$ cat config.mk
export PLATFORM = sky130hd
export DESIGN_NAME = pfs_supervisor
export DESIGN_NICKNAME = d
export VERILOG_FILES = /design/src/hw/pfs_pkg.sv /design/src/hw/pfs_sync.sv /design/src/hw/pfs_rail_filter.sv /design/src/hw/pfs_supervisor.sv
export VERILOG_INCLUDE_DIRS = /design/src /design/src/hw
export SDC_FILE = /design/constraint.sdc
export NUM_CORES = 1
export LEC_CHECK = 0
export BUFFER_PORTS_ARGS = -buffer_cell sky130_fd_sc_hd__buf_4
export CAP_MARGIN = 20
export CORE_MARGIN = 1.5
export CORE_UTILIZATION = 63
export CTS_BUF_LIST = sky130_fd_sc_hd__clkbuf_4 sky130_fd_sc_hd__clkbuf_8 sky130_fd_sc_hd__clkbuf_16
export CTS_CLUSTER_DIAMETER = 200
export DETAILED_ROUTE_END_ITERATION = 12
export PLACE_DENSITY_LB_ADDON = 0.1
export SYNTH_ARGS = -nofsm -noshare
export SYNTH_HDL_FRONTEND = slang
export SYNTH_HIERARCHICAL = 1
export SYNTH_SLANG_ARGS = --single-unit
$ cat constraint.sdc
create_clock -name core_clk -period 2.7 [get_ports core_clk]
set_input_delay 0.135 -clock core_clk [delete_from_list [all_inputs] [get_ports core_clk]]
set_output_delay 0.135 -clock core_clk [all_outputs]
set_load 0.005 [all_outputs]
$ cat src/hw/pfs_params.svh
// constants for the power fault supervisor: bit positions, times, widths
// assumes a 50 MHz core clock; cycle counts are derived where used
`ifndef PFS_PARAMS_SVH
`define PFS_PARAMS_SVH

`define PFS_CLK_MHZ        50
`define PFS_NUM_RAILS      8
`define PFS_NUM_SYNC       13
// synchroniser reset: supply fault assumed until its pin is seen clear
`define PFS_SYNC_RESET     13'h0200

// times in their own units
`define PFS_T_FILT_NS      25000
`define PFS_T_HOLD_NS      250000
`define PFS_T_PGTMO_US     14000
`define PFS_T_INHIBIT_MS   1000

// counter widths
`define PFS_FILT_CW        16
`define PFS_TMO_CW         20
`define PFS_INH_CW         26

// power_good_status bit per rail
`define PFS_PGS_ALWAYS_ON  0
`define PFS_PGS_BUCK1      1
`define PFS_PGS_BUCK2      2
`define PFS_PGS_BUCK3      3
`define PFS_PGS_BUCKBOOST  4
`define PFS_PGS_LIN2       5
`define PFS_PGS_LIN3       6
`define PFS_PGS_LIN4       7
`define PFS_PGS_RESET      8'h00

// fault_event_status bits
`define PFS_FES_PG_TMO     3
`define PFS_FES_UV_WARN    4
`define PFS_FES_UV_FAULT   5
`define PFS_FES_OT_WARN    6
`define PFS_FES_OT_FAULT   7
`define PFS_FES_LO         3
`define PFS_FES_RESET      8'h00

`endif

$ cat src/hw/pfs_pkg.sv
// types shared by the power fault supervisor modules
// widths come from pfs_params.svh
`include "pfs_params.svh"

package pfs_pkg;

  typedef enum logic [1:0] {
    PFS_SEQ_RUN  = 2'b00,
    PFS_SEQ_DOWN = 2'b01,
    PFS_SEQ_OFF  = 2'b10
  } pfs_seq_e;

  // monitor and request pins, all asynchronous
  typedef struct packed {
    logic power_on_request;
    logic ot_fault;
    logic ot_warn;
    logic uv_fault;
    logic uv_warn;
  } pfs_mon_s;

  typedef struct packed {
    logic                     good;
    logic [`PFS_FILT_CW-1:0]  cnt;
  } pfs_filt_s;

  typedef struct packed {
    pfs_seq_e                 seq;
    logic [`PFS_INH_CW-1:0]   inh_cnt;
    logic [`PFS_TMO_CW-1:0]   tmo_cnt;
    logic                     tmo;
    logic                     uv_armed;
    logic [7:`PFS_FES_LO]     status;
    logic [7:`PFS_FES_LO]     clr_seen;
    logic [7:`PFS_FES_LO]     cond_prev;
    logic                     fault_alert;
    logic                     pg;
    logic                     wake;
    logic                     hard_reset;
    logic                     output_enable_register_clear;
  } pfs_top_s;

endpackage

$ cat src/hw/pfs_sync.sv
// three-stage synchroniser for asynchronous pins
// output follows once stages two and three agree
`timescale 1ns/1ns

module pfs_sync #(
  parameter int           W       = 1,
  parameter logic [W-1:0] RST_VAL = '0
) (
  input  wire logic         core_clk,
  input  wire logic         reset,
  input  wire logic         clk_en,
  input  wire logic [W-1:0] d,
  output logic      [W-1:0] q
);
  typedef struct packed {
    logic [W-1:0] s1;
    logic [W-1:0] s2;
    logic [W-1:0] s3;
    logic [W-1:0] q;
  } pfs_sync_s;

  pfs_sync_s st_q;
  pfs_sync_s st_d;

  always_comb begin
    st_d    = st_q;
    st_d.s1 = d;
    st_d.s2 = st_q.s1;
    st_d.s3 = st_q.s2;
    for (int i = 0; i < W; i++) begin
      if (st_q.s2[i] == st_q.s3[i]) begin
        st_d.q[i] = st_q.s3[i];
      end
    end
  end

  always_ff @(posedge core_clk or posedge reset) begin
    if (reset) begin
      st_q <= '{s1: RST_VAL, s2: RST_VAL, s3: RST_VAL, q: RST_VAL};
    end else if (clk_en) begin
      st_q <= st_d;
    end
  end

  assign q = st_q.q;
endmodule

$ cat src/hw/pfs_rail_filter.sv
// power-good qualifier for one rail
// in_window is already synchronised; rail_on comes from core_clk logic
`timescale 1ns/1ns
`include "pfs_params.svh"

module pfs_rail_filter #(
  parameter int FILT_CYC = 1,
  parameter int HOLD_CYC = 1
) (
  input  wire logic core_clk,
  input  wire logic reset,
  input  wire logic clk_en,
  input  wire logic rail_on,
  input  wire logic in_window,
  output logic      good
);
  import pfs_pkg::*;

  pfs_filt_s st_q;
  pfs_filt_s st_d;

  always_comb begin
    st_d = st_q;
    if (!rail_on) begin
      st_d.good = 1'b0;
      st_d.cnt  = '0;
    end else if (st_q.good == in_window) begin
      // glitch shorter than the filter restarts the count
      st_d.cnt = '0;
    end else if (st_q.good) begin
      if (st_q.cnt == `PFS_FILT_CW'(FILT_CYC - 1)) begin
        st_d.good = 1'b0;
        st_d.cnt  = '0;
      end else begin
        st_d.cnt = st_q.cnt + `PFS_FILT_CW'(1);
      end
    end else begin
      if (st_q.cnt == `PFS_FILT_CW'(HOLD_CYC - 1)) begin
        st_d.good = 1'b1;
        st_d.cnt  = '0;
      end else begin
        st_d.cnt = st_q.cnt + `PFS_FILT_CW'(1);
      end
    end
  end

  always_ff @(posedge core_clk or posedge reset) begin
    if (reset) begin
      st_q <= '0;
    end else if (clk_en) begin
      st_q <= st_d;
    end
  end

  assign good = st_q.good;
endmodule

$ cat src/hw/pfs_supervisor.sv
// power fault supervisor: power-good qualification, fault status, alert,
// and the fault-induced shutdown with its one-second inhibit.
// assumes the serial port decodes the clear-alert command into a one-cycle
// pulse and returns the two status bytes from the outputs below.
`timescale 1ns/1ns
`include "pfs_params.svh"

module pfs_supervisor #(
  parameter int HOLD_CYC =
    (`PFS_T_HOLD_NS * `PFS_CLK_MHZ + 999) / 1000,
  parameter int TMO_CYC  = `PFS_T_PGTMO_US * `PFS_CLK_MHZ,
  parameter int INH_CYC  = `PFS_T_INHIBIT_MS * 1000 * `PFS_CLK_MHZ
) (
  input  wire logic                              core_clk,
  input  wire logic                              reset,
  input  wire logic                              clk_en,
  input  wire logic [`PFS_NUM_RAILS-1:0]         rail_window_raw,
  input  wire logic [`PFS_NUM_RAILS-1:0]         rail_enabled,
  input  wire logic [`PFS_NUM_RAILS-1:0]         slew_active,
  input  wire logic [`PFS_NUM_RAILS-1:0]         slew_pg_ignore,
  input  wire pfs_pkg::pfs_mon_s                 monitor_raw,
  input  wire logic                              pg_timeout_no_reset,
  input  wire logic                              clear_alert_command,
  output logic                                   power_good_out,
  output logic [7:0]                             power_good_status,
  output logic [7:0]                             fault_event_status,
  output logic                                   alert_n,
  output logic                                   wake,
  output logic                                   enables_ignored,
  output logic                                   regulators_off,
  output logic                                   output_enable_register_clear,
  output logic                                   hard_reset,
  output pfs_pkg::pfs_seq_e                      seq_state,
  output logic                                   supply_lockout
);
  import pfs_pkg::*;

  localparam int FILT_CYC = (`PFS_T_FILT_NS * `PFS_CLK_MHZ + 999) / 1000;

  pfs_top_s                    st_q;
  pfs_top_s                    st_d;
  pfs_mon_s                    mon;
  logic [`PFS_NUM_RAILS-1:0]   rail_window;
  logic [`PFS_NUM_RAILS-1:0]   rail_good;
  logic [`PFS_NUM_SYNC-1:0]    sync_q;
  logic                        any_en;
  logic                        all_good;
  logic                        slew_block;
  logic [7:`PFS_FES_LO]        cond;
  logic [7:`PFS_FES_LO]        rise;
  logic [7:`PFS_FES_LO]        is_fault;
  logic                        shut_req;
  logic                        fault_live;

  // every asynchronous pin shares one synchroniser bank
  // lockout holds until the pin has really been seen
  pfs_sync #(
    .W       (`PFS_NUM_SYNC),
    .RST_VAL (`PFS_SYNC_RESET)
  ) u_sync (
    .core_clk (core_clk),
    .reset    (reset),
    .clk_en   (clk_en),
    .d        ({monitor_raw, rail_window_raw}),
    .q        (sync_q)
  );

  assign rail_window = sync_q[`PFS_NUM_RAILS-1:0];
  assign mon         = pfs_mon_s'(sync_q[`PFS_NUM_SYNC-1:`PFS_NUM_RAILS]);

  // per-rail qualification, bit index equals rail position
  for (genvar r = 0; r < `PFS_NUM_RAILS; r++) begin : g_rail
    pfs_rail_filter #(
      .FILT_CYC (FILT_CYC),
      .HOLD_CYC (HOLD_CYC)
    ) u_filt (
      .core_clk  (core_clk),
      .reset     (reset),
      .clk_en    (clk_en),
      .rail_on   (rail_enabled[r]),
      .in_window (rail_window[r]),
      .good      (rail_good[r])
    );
  end

  assign any_en = |rail_enabled;

  assign all_good = &(rail_good | ~rail_enabled);

  assign slew_block = |(slew_active & rail_enabled & ~slew_pg_ignore);

  // fault bits in the status field; warnings are the rest
  assign is_fault = 5'b10101;

  always_comb begin
    cond[`PFS_FES_UV_WARN]  = mon.uv_warn & any_en;
    cond[`PFS_FES_OT_WARN]  = mon.ot_warn & any_en;
    cond[`PFS_FES_OT_FAULT] = mon.ot_fault & any_en;
    cond[`PFS_FES_UV_FAULT] = mon.uv_fault & any_en & st_q.uv_armed;
    cond[`PFS_FES_PG_TMO]   = st_q.tmo;
  end

  assign rise = cond & ~st_q.cond_prev;

  assign shut_req = cond[`PFS_FES_OT_FAULT] | cond[`PFS_FES_UV_FAULT] |
                    (st_q.tmo & ~pg_timeout_no_reset);

  // synchronised pins: the monitors are gated while the rails are off, so the
  // re-enable check looks at the live lines instead
  assign fault_live = mon.uv_fault | mon.ot_fault | st_q.tmo;

  always_comb begin
    st_d            = st_q;
    st_d.hard_reset = 1'b0;
    st_d.output_enable_register_clear = 1'b0;
    st_d.cond_prev  = cond;

    if (!mon.uv_fault) begin
      st_d.uv_armed = 1'b1;
    end

    // low-time counter
    // rails are forced off outside run, so no low time counts there
    if (st_q.pg || !any_en || (st_q.seq != PFS_SEQ_RUN)) begin
      st_d.tmo_cnt = '0;
      st_d.tmo     = 1'b0;
    end else if (st_q.tmo_cnt == `PFS_TMO_CW'(TMO_CYC - 1)) begin
      st_d.tmo = 1'b1;
    end else begin
      st_d.tmo_cnt = st_q.tmo_cnt + `PFS_TMO_CW'(1);
    end

    for (int b = `PFS_FES_LO; b <= 7; b++) begin
      if (cond[b]) begin
        // set wins over a clear in the same cycle
        st_d.status[b] = 1'b1;
        if (clear_alert_command && st_q.status[b]) begin
          st_d.clr_seen[b] = 1'b1;
        end
      end else if (st_q.status[b]) begin
        if (clear_alert_command || st_q.clr_seen[b]) begin
          st_d.clr_seen[b] = 1'b1;
          if (!is_fault[b] || st_q.seq != PFS_SEQ_DOWN) begin
            st_d.status[b]   = 1'b0;
            st_d.clr_seen[b] = 1'b0;
          end
        end
      end
    end

    // fault alert latch, cleared only by the command
    if (|(rise & is_fault)) begin
      st_d.fault_alert = 1'b1;
    end else if (clear_alert_command) begin
      st_d.fault_alert = 1'b0;
    end

    unique case (st_q.seq)
      PFS_SEQ_RUN: begin
        if (shut_req) begin
          st_d.seq        = PFS_SEQ_DOWN;
          st_d.inh_cnt    = '0;
          st_d.hard_reset = 1'b1;
          st_d.output_enable_register_clear = 1'b1;
        end
      end
      PFS_SEQ_DOWN: begin
        if (st_q.inh_cnt == `PFS_INH_CW'(INH_CYC - 1)) begin
          st_d.seq = PFS_SEQ_OFF;
        end else begin
          st_d.inh_cnt = st_q.inh_cnt + `PFS_INH_CW'(1);
        end
      end
      PFS_SEQ_OFF: begin
        // wait for fault gone and request
        if (!fault_live && mon.power_on_request) begin
          st_d.seq = PFS_SEQ_RUN;
        end
      end
      default: begin
        st_d.seq = PFS_SEQ_OFF;
      end
    endcase

    st_d.wake = (st_d.seq == PFS_SEQ_RUN) & mon.power_on_request;

    st_d.pg = any_en & all_good & ~slew_block &
              (st_d.seq == PFS_SEQ_RUN);
  end

  always_ff @(posedge core_clk or posedge reset) begin
    if (reset) begin
      st_q     <= '0;
      st_q.seq <= PFS_SEQ_RUN;
    end else if (clk_en) begin
      st_q <= st_d;
    end
  end

  assign power_good_out = st_q.pg;

  assign power_good_status = rail_good;

  // status bits are never cleared by the shutdown
  assign fault_event_status = {st_q.status, 3'h0};

  // alert from warnings and fault latch
  assign alert_n = ~(st_q.fault_alert |
                     st_q.status[`PFS_FES_UV_WARN] |
                     st_q.status[`PFS_FES_OT_WARN]);

  assign wake            = st_q.wake;
  assign seq_state       = st_q.seq;
  assign hard_reset      = st_q.hard_reset;
  assign output_enable_register_clear      = st_q.output_enable_register_clear;

  // enables ignored through down and off
  assign enables_ignored = (st_q.seq != PFS_SEQ_RUN);

  assign supply_lockout  = ~st_q.uv_armed;
  assign regulators_off  = (st_q.seq != PFS_SEQ_RUN) | ~st_q.uv_armed;
endmodule

==> results by stage <==
Floorplan:
- Once the floorplan was initialized, standard cells occupied 64.1% of the core.
- The core region is 23400 µm².
- The die height is 157 µm.
- The floorplan step defined a die boundary enclosing 24700 µm².
- Row generation in the floorplan step produced 56 rows.
- The number of top-level design ports is 68.
- The overall die width is 157 µm.

Drt:
- The via count normalized by instance count is 6.26.
- The wire length per cell after detailed routing is 17.8 µm.
- The number of DRC markers after the initial detailed-route iteration is 1028.
- The final route contains 11.8k vias.
- The routed design has 33700 µm of wire.
- In the routed design, unresolved DRC markers number 0.
- In this run the remaining antenna-violating nets after routing total 0.
- Before antenna repair, the detailed router went through 5 iterations.

Critical path:
- The launch point of the worst reg-to-reg path is st_q[42]$_DFFE_PP0P_.
- At the worst endpoint, the arrival time is 2.65 ns.
- The worst setup path is captured at a flip-flop.
- The endpoint required time on the critical path is 3.17 ns.
- The worst setup path category is reg2reg.
- The kind of start point of the critical path is a flip-flop.
- The maximum fanout encountered on the critical timing path is 7.
- The critical path launch point is st_q[42]$_DFFE_PP0P_.

Finish:
- The post-route netlist has 20.9% of its cells at a drive strength greater than 1.
- From synthesis to final layout, the design area changed by 11.3%.
- Once layout is complete, the cells apart from fillers number 1891.
- The total inserted antenna cells is 0.
- After the last flow step, the layout net total stands at 1610.

Global routing:
- Entering global routing, the biggest net connects 60 pins.
- Summed over all layers, the global routing overflow is 0.
- The first global-routing pass estimated 56800 µm of wire.
- The initial antenna violation count came to 0.
- The via count of the first global-routing pass is 11.5k.
- Global routing consumed, over all layers together, 28.1% of the routing resources.

CTS:
- The number of buffers added by the clock tree synthesis step is 29.
- The clock drives 255 sinks.
- The CTS tree is built.
- The number of setup buffers added after CTS is 0.
- The clock slew seen by the registers of the worst setup and hold paths is 0.06 ns.
- The library cell used as clock root buffer is clkbuf_16.
- In this run, post-CTS hold repair placed 16 buffers.
- The largest buffer count on any clock path is 3.
- The source-to-sink clock delay at the later pin of the worst-skew pair is 0.55 ns.
- The count of instances resized after the clock tree is built is 0.
- CTS built an H-tree with a depth of 1.

Yosys:
- For this run, the number of Yosys warnings is 6.
- By area the synthesized netlist is led by dfrtp_1 (42%), o22ai_2 (4.0%), mux2_4 (3.7%).
- The most used flip-flop cell after synthesis is dfrtp_1.
- The post-synthesis sequential area ratio is 42.6%.
- After synthesis, the largest area contributor takes up 41.9% of total cell area.
- The number of instances in the synthesized netlist is 1485.
- Counting flops and latches in the post-synthesis netlist gives 255.
- The number of library cell types mapped by synthesis is 76.
- The biggest area contributor in the post-synthesis netlist is dfrtp_1.
- The average size of a mapped cell is 10.1 µm².
- Counting flops with a built-in enable in the synthesized netlist gives 0.
- The post-synthesis instance area is 15000 µm².
- After synthesis, the share of flip-flops with an asynchronous set or reset is 100%.

Pwr:
- The part of the power in combinational logic is 16.6%.
- The analysis attributes to cell leakage a power of 6.81 nW.
- The worst voltage drop across the vdd grid is 0.578 mV.
- The clock network accounts for 39.3% of the total power.
- The internal portion of the total power is 0.00761 W.
- The power density over the cells is 634 nW/µm².
- The analysis attributes to net switching a power of 0.00297 W.
- Net switching is 28.1% of the power.
- Of the total power, registers draw 44.1%.
- The total power after layout is 0.0106 W.

STA:
- The total of endpoints with negative setup slack in the final report is 0.
- The worst-case clock skew is 0.0173 ns.
- After layout, the minimum clock period comes to 2.18 ns.
- The total count of max-transition violations in the final report came to 0.
- Static timing analysis puts the maximum clock frequency at 459 MHz.
- The number of endpoints with negative hold slack in the final report is 0.
- The worst slew margin relative to its limit is 49.7%.
- The total negative setup slack is 0 ns.
- The share of the clock period used by the worst path after layout is 80.8%.
- Setup repair after global routing left no endpoint under its margin.
- The transition at the pin with the smallest max-transition slack is 0.747 ns.

Place:
- Counting tap cells, the placed design contains a total of 1822 instances.
- The number of buffer cells added on primary ports is 64.
- The HPWL after detailed placement is 23200 µm.
- The weighted congestion reported at the end of routability-driven placement is 0.902.

Run status:
- The run finished with clean final reports.

Min path:
- In this run the most critical hold path is launched from slew_active[4].
- The class of the tightest hold or removal check is in2reg.

Run:
- The tool flagged a number of max-cap violations equal to 0.
==> metrics by stage <==
step	cell area [µm²]	setup WS (ns)	util [%]	hold WS (ns)
after detailed placement	15500	0.566	66.3	0.324
after global routing	16700	0.443	71.3	0.0394
final	16700	0.520	71.3	0.0127
after global placement	15500	0.627	66.3	0.323
after CTS	16700	0.575	71.3	0.000951
after floorplan	15000	0.807	-	0.0611
==> critical path, cell delays in order (launching register included) <==
cell	delay, ns
dfrtp_1	0.40
ha_1	0.23
nand2_1	0.13
nor3_2	0.48
nand2_1	0.26
or4_1	0.51
nand3_1	0.10
==> kinds of logic after synthesis <==
family                   count (synthesis)  synth area share (%)
AO/OA/AOI/OAI                          353                  19.3
XOR/XNOR                                64                  3.74
adder cells (fa/ha/maj)                 18                  1.50
buffers and inverters                  204                  7.11
flip-flops                             255                  42.6
multiplexers                            48                  4.46
other                                    1                0.0250
AND/OR/NAND/NOR                        542                  21.3
==> final timing paths <==
| check | cells past startpoint | slack, ns | to |
|---|---|---|---|
| max in group asynchronous | 4 | 1.68 | st_q[46]$_DFFE_PP0P_ |
| min in group asynchronous | 3 | 0.30 | u_sync/st_d[15]$_DFFE_PP0P_ |
| hold reg to reg | 1 | 0.49 | st_q[67]$_DFFE_PP0P_ |
| hold / removal | 4 | 0.01 | power_good_out$_DFFE_PP0P_ |
| setup / recovery | 6 | 0.52 | st_q[62]$_DFFE_PP0P_ |
| setup reg to reg | 6 | 0.52 | st_q[62]$_DFFE_PP0P_ |
==> synth_stat cells (9+ instances only) <==
| cell type | n |
|---|---|
| dfrtp_1 | 251 |
| inv_1 | 135 |
| nand2_1 | 124 |
| nand3_1 | 95 |
| nor2_1 | 63 |
| o21ai_0 | 57 |
| xnor2_1 | 57 |
| nand4_1 | 52 |
| o22ai_2 | 48 |
| a21oi_1 | 39 |
| mux2_4 | 37 |
| a31oi_1 | 36 |
| buf_4 | 34 |
| nor3_1 | 30 |
| o311ai_0 | 27 |
| nor4_1 | 25 |
| and3_1 | 24 |
| ha_1 | 18 |
| o31ai_1 | 18 |
| clkbuf_1 | 17 |
| nand4bb_1 | 16 |
| o2bb2ai_2 | 16 |
| nand2b_1 | 14 |
| a21o_1 | 13 |
| a22o_1 | 13 |
| nor3_2 | 11 |
| or2_2 | 10 |
| mux2i_1 | 9 |
| nand2_4 | 9 |
| o21a_1 | 9 |
| o31a_1 | 9 |
==> cell usage in the layout, fill, tap and decap left out, types with 39 or more instances in the layout <==
master and n:
buf_4 81, o21ai_0 57, nor2_1 63, xnor2_1 57, nand4_1 52, a21oi_1 39, inv_1 133, dfrtp_1 251
o22ai_2 48, nand2_1 124, nand3_1 95
==> power groups by stage <==
stage	clock [W]	combinational (W)	sequential, W
finish	0.00416	0.00176	0.00466
global route	0.00439	0.00196	0.00472
CTS	0.00424	0.00176	0.00465
detailed placement	0	0.00174	0.00471
global placement	0	0.00168	0.00469
floorplan	0	0.00152	0.00455
==> sequential cells by signal, summed over array words and instances, names as in the netlist, 2 cells and up <==
register,cells
fault_event_status,5
g_rail.u_filt/good,8
g_rail.u_filt/st_q,128
seq_state,2
st_q,56
u_sync/q,13
u_sync/st_d,26
u_sync/st_q,13
==> metal layers <==
metal	up-vias	track usage, %	part of all wire [%]
li1	5597	-	-
met1	5845	39.2	45
met2	315	45.0	46
met3	79	3.66	4.6
met4	0	10.4	3.6
met5	-	0	0
==> cell type report <==
cell class                 count  area, µm²
timing repair buffer         100        822
multi-input combinational   1028       7550
sequential                   255       6390
fill                        1792       6710
clock inverter                11        165
clock buffer                  42        861
inverter                     136        510
tap                          319        399
Note: power is estimated with default switching activity, not from simulation.
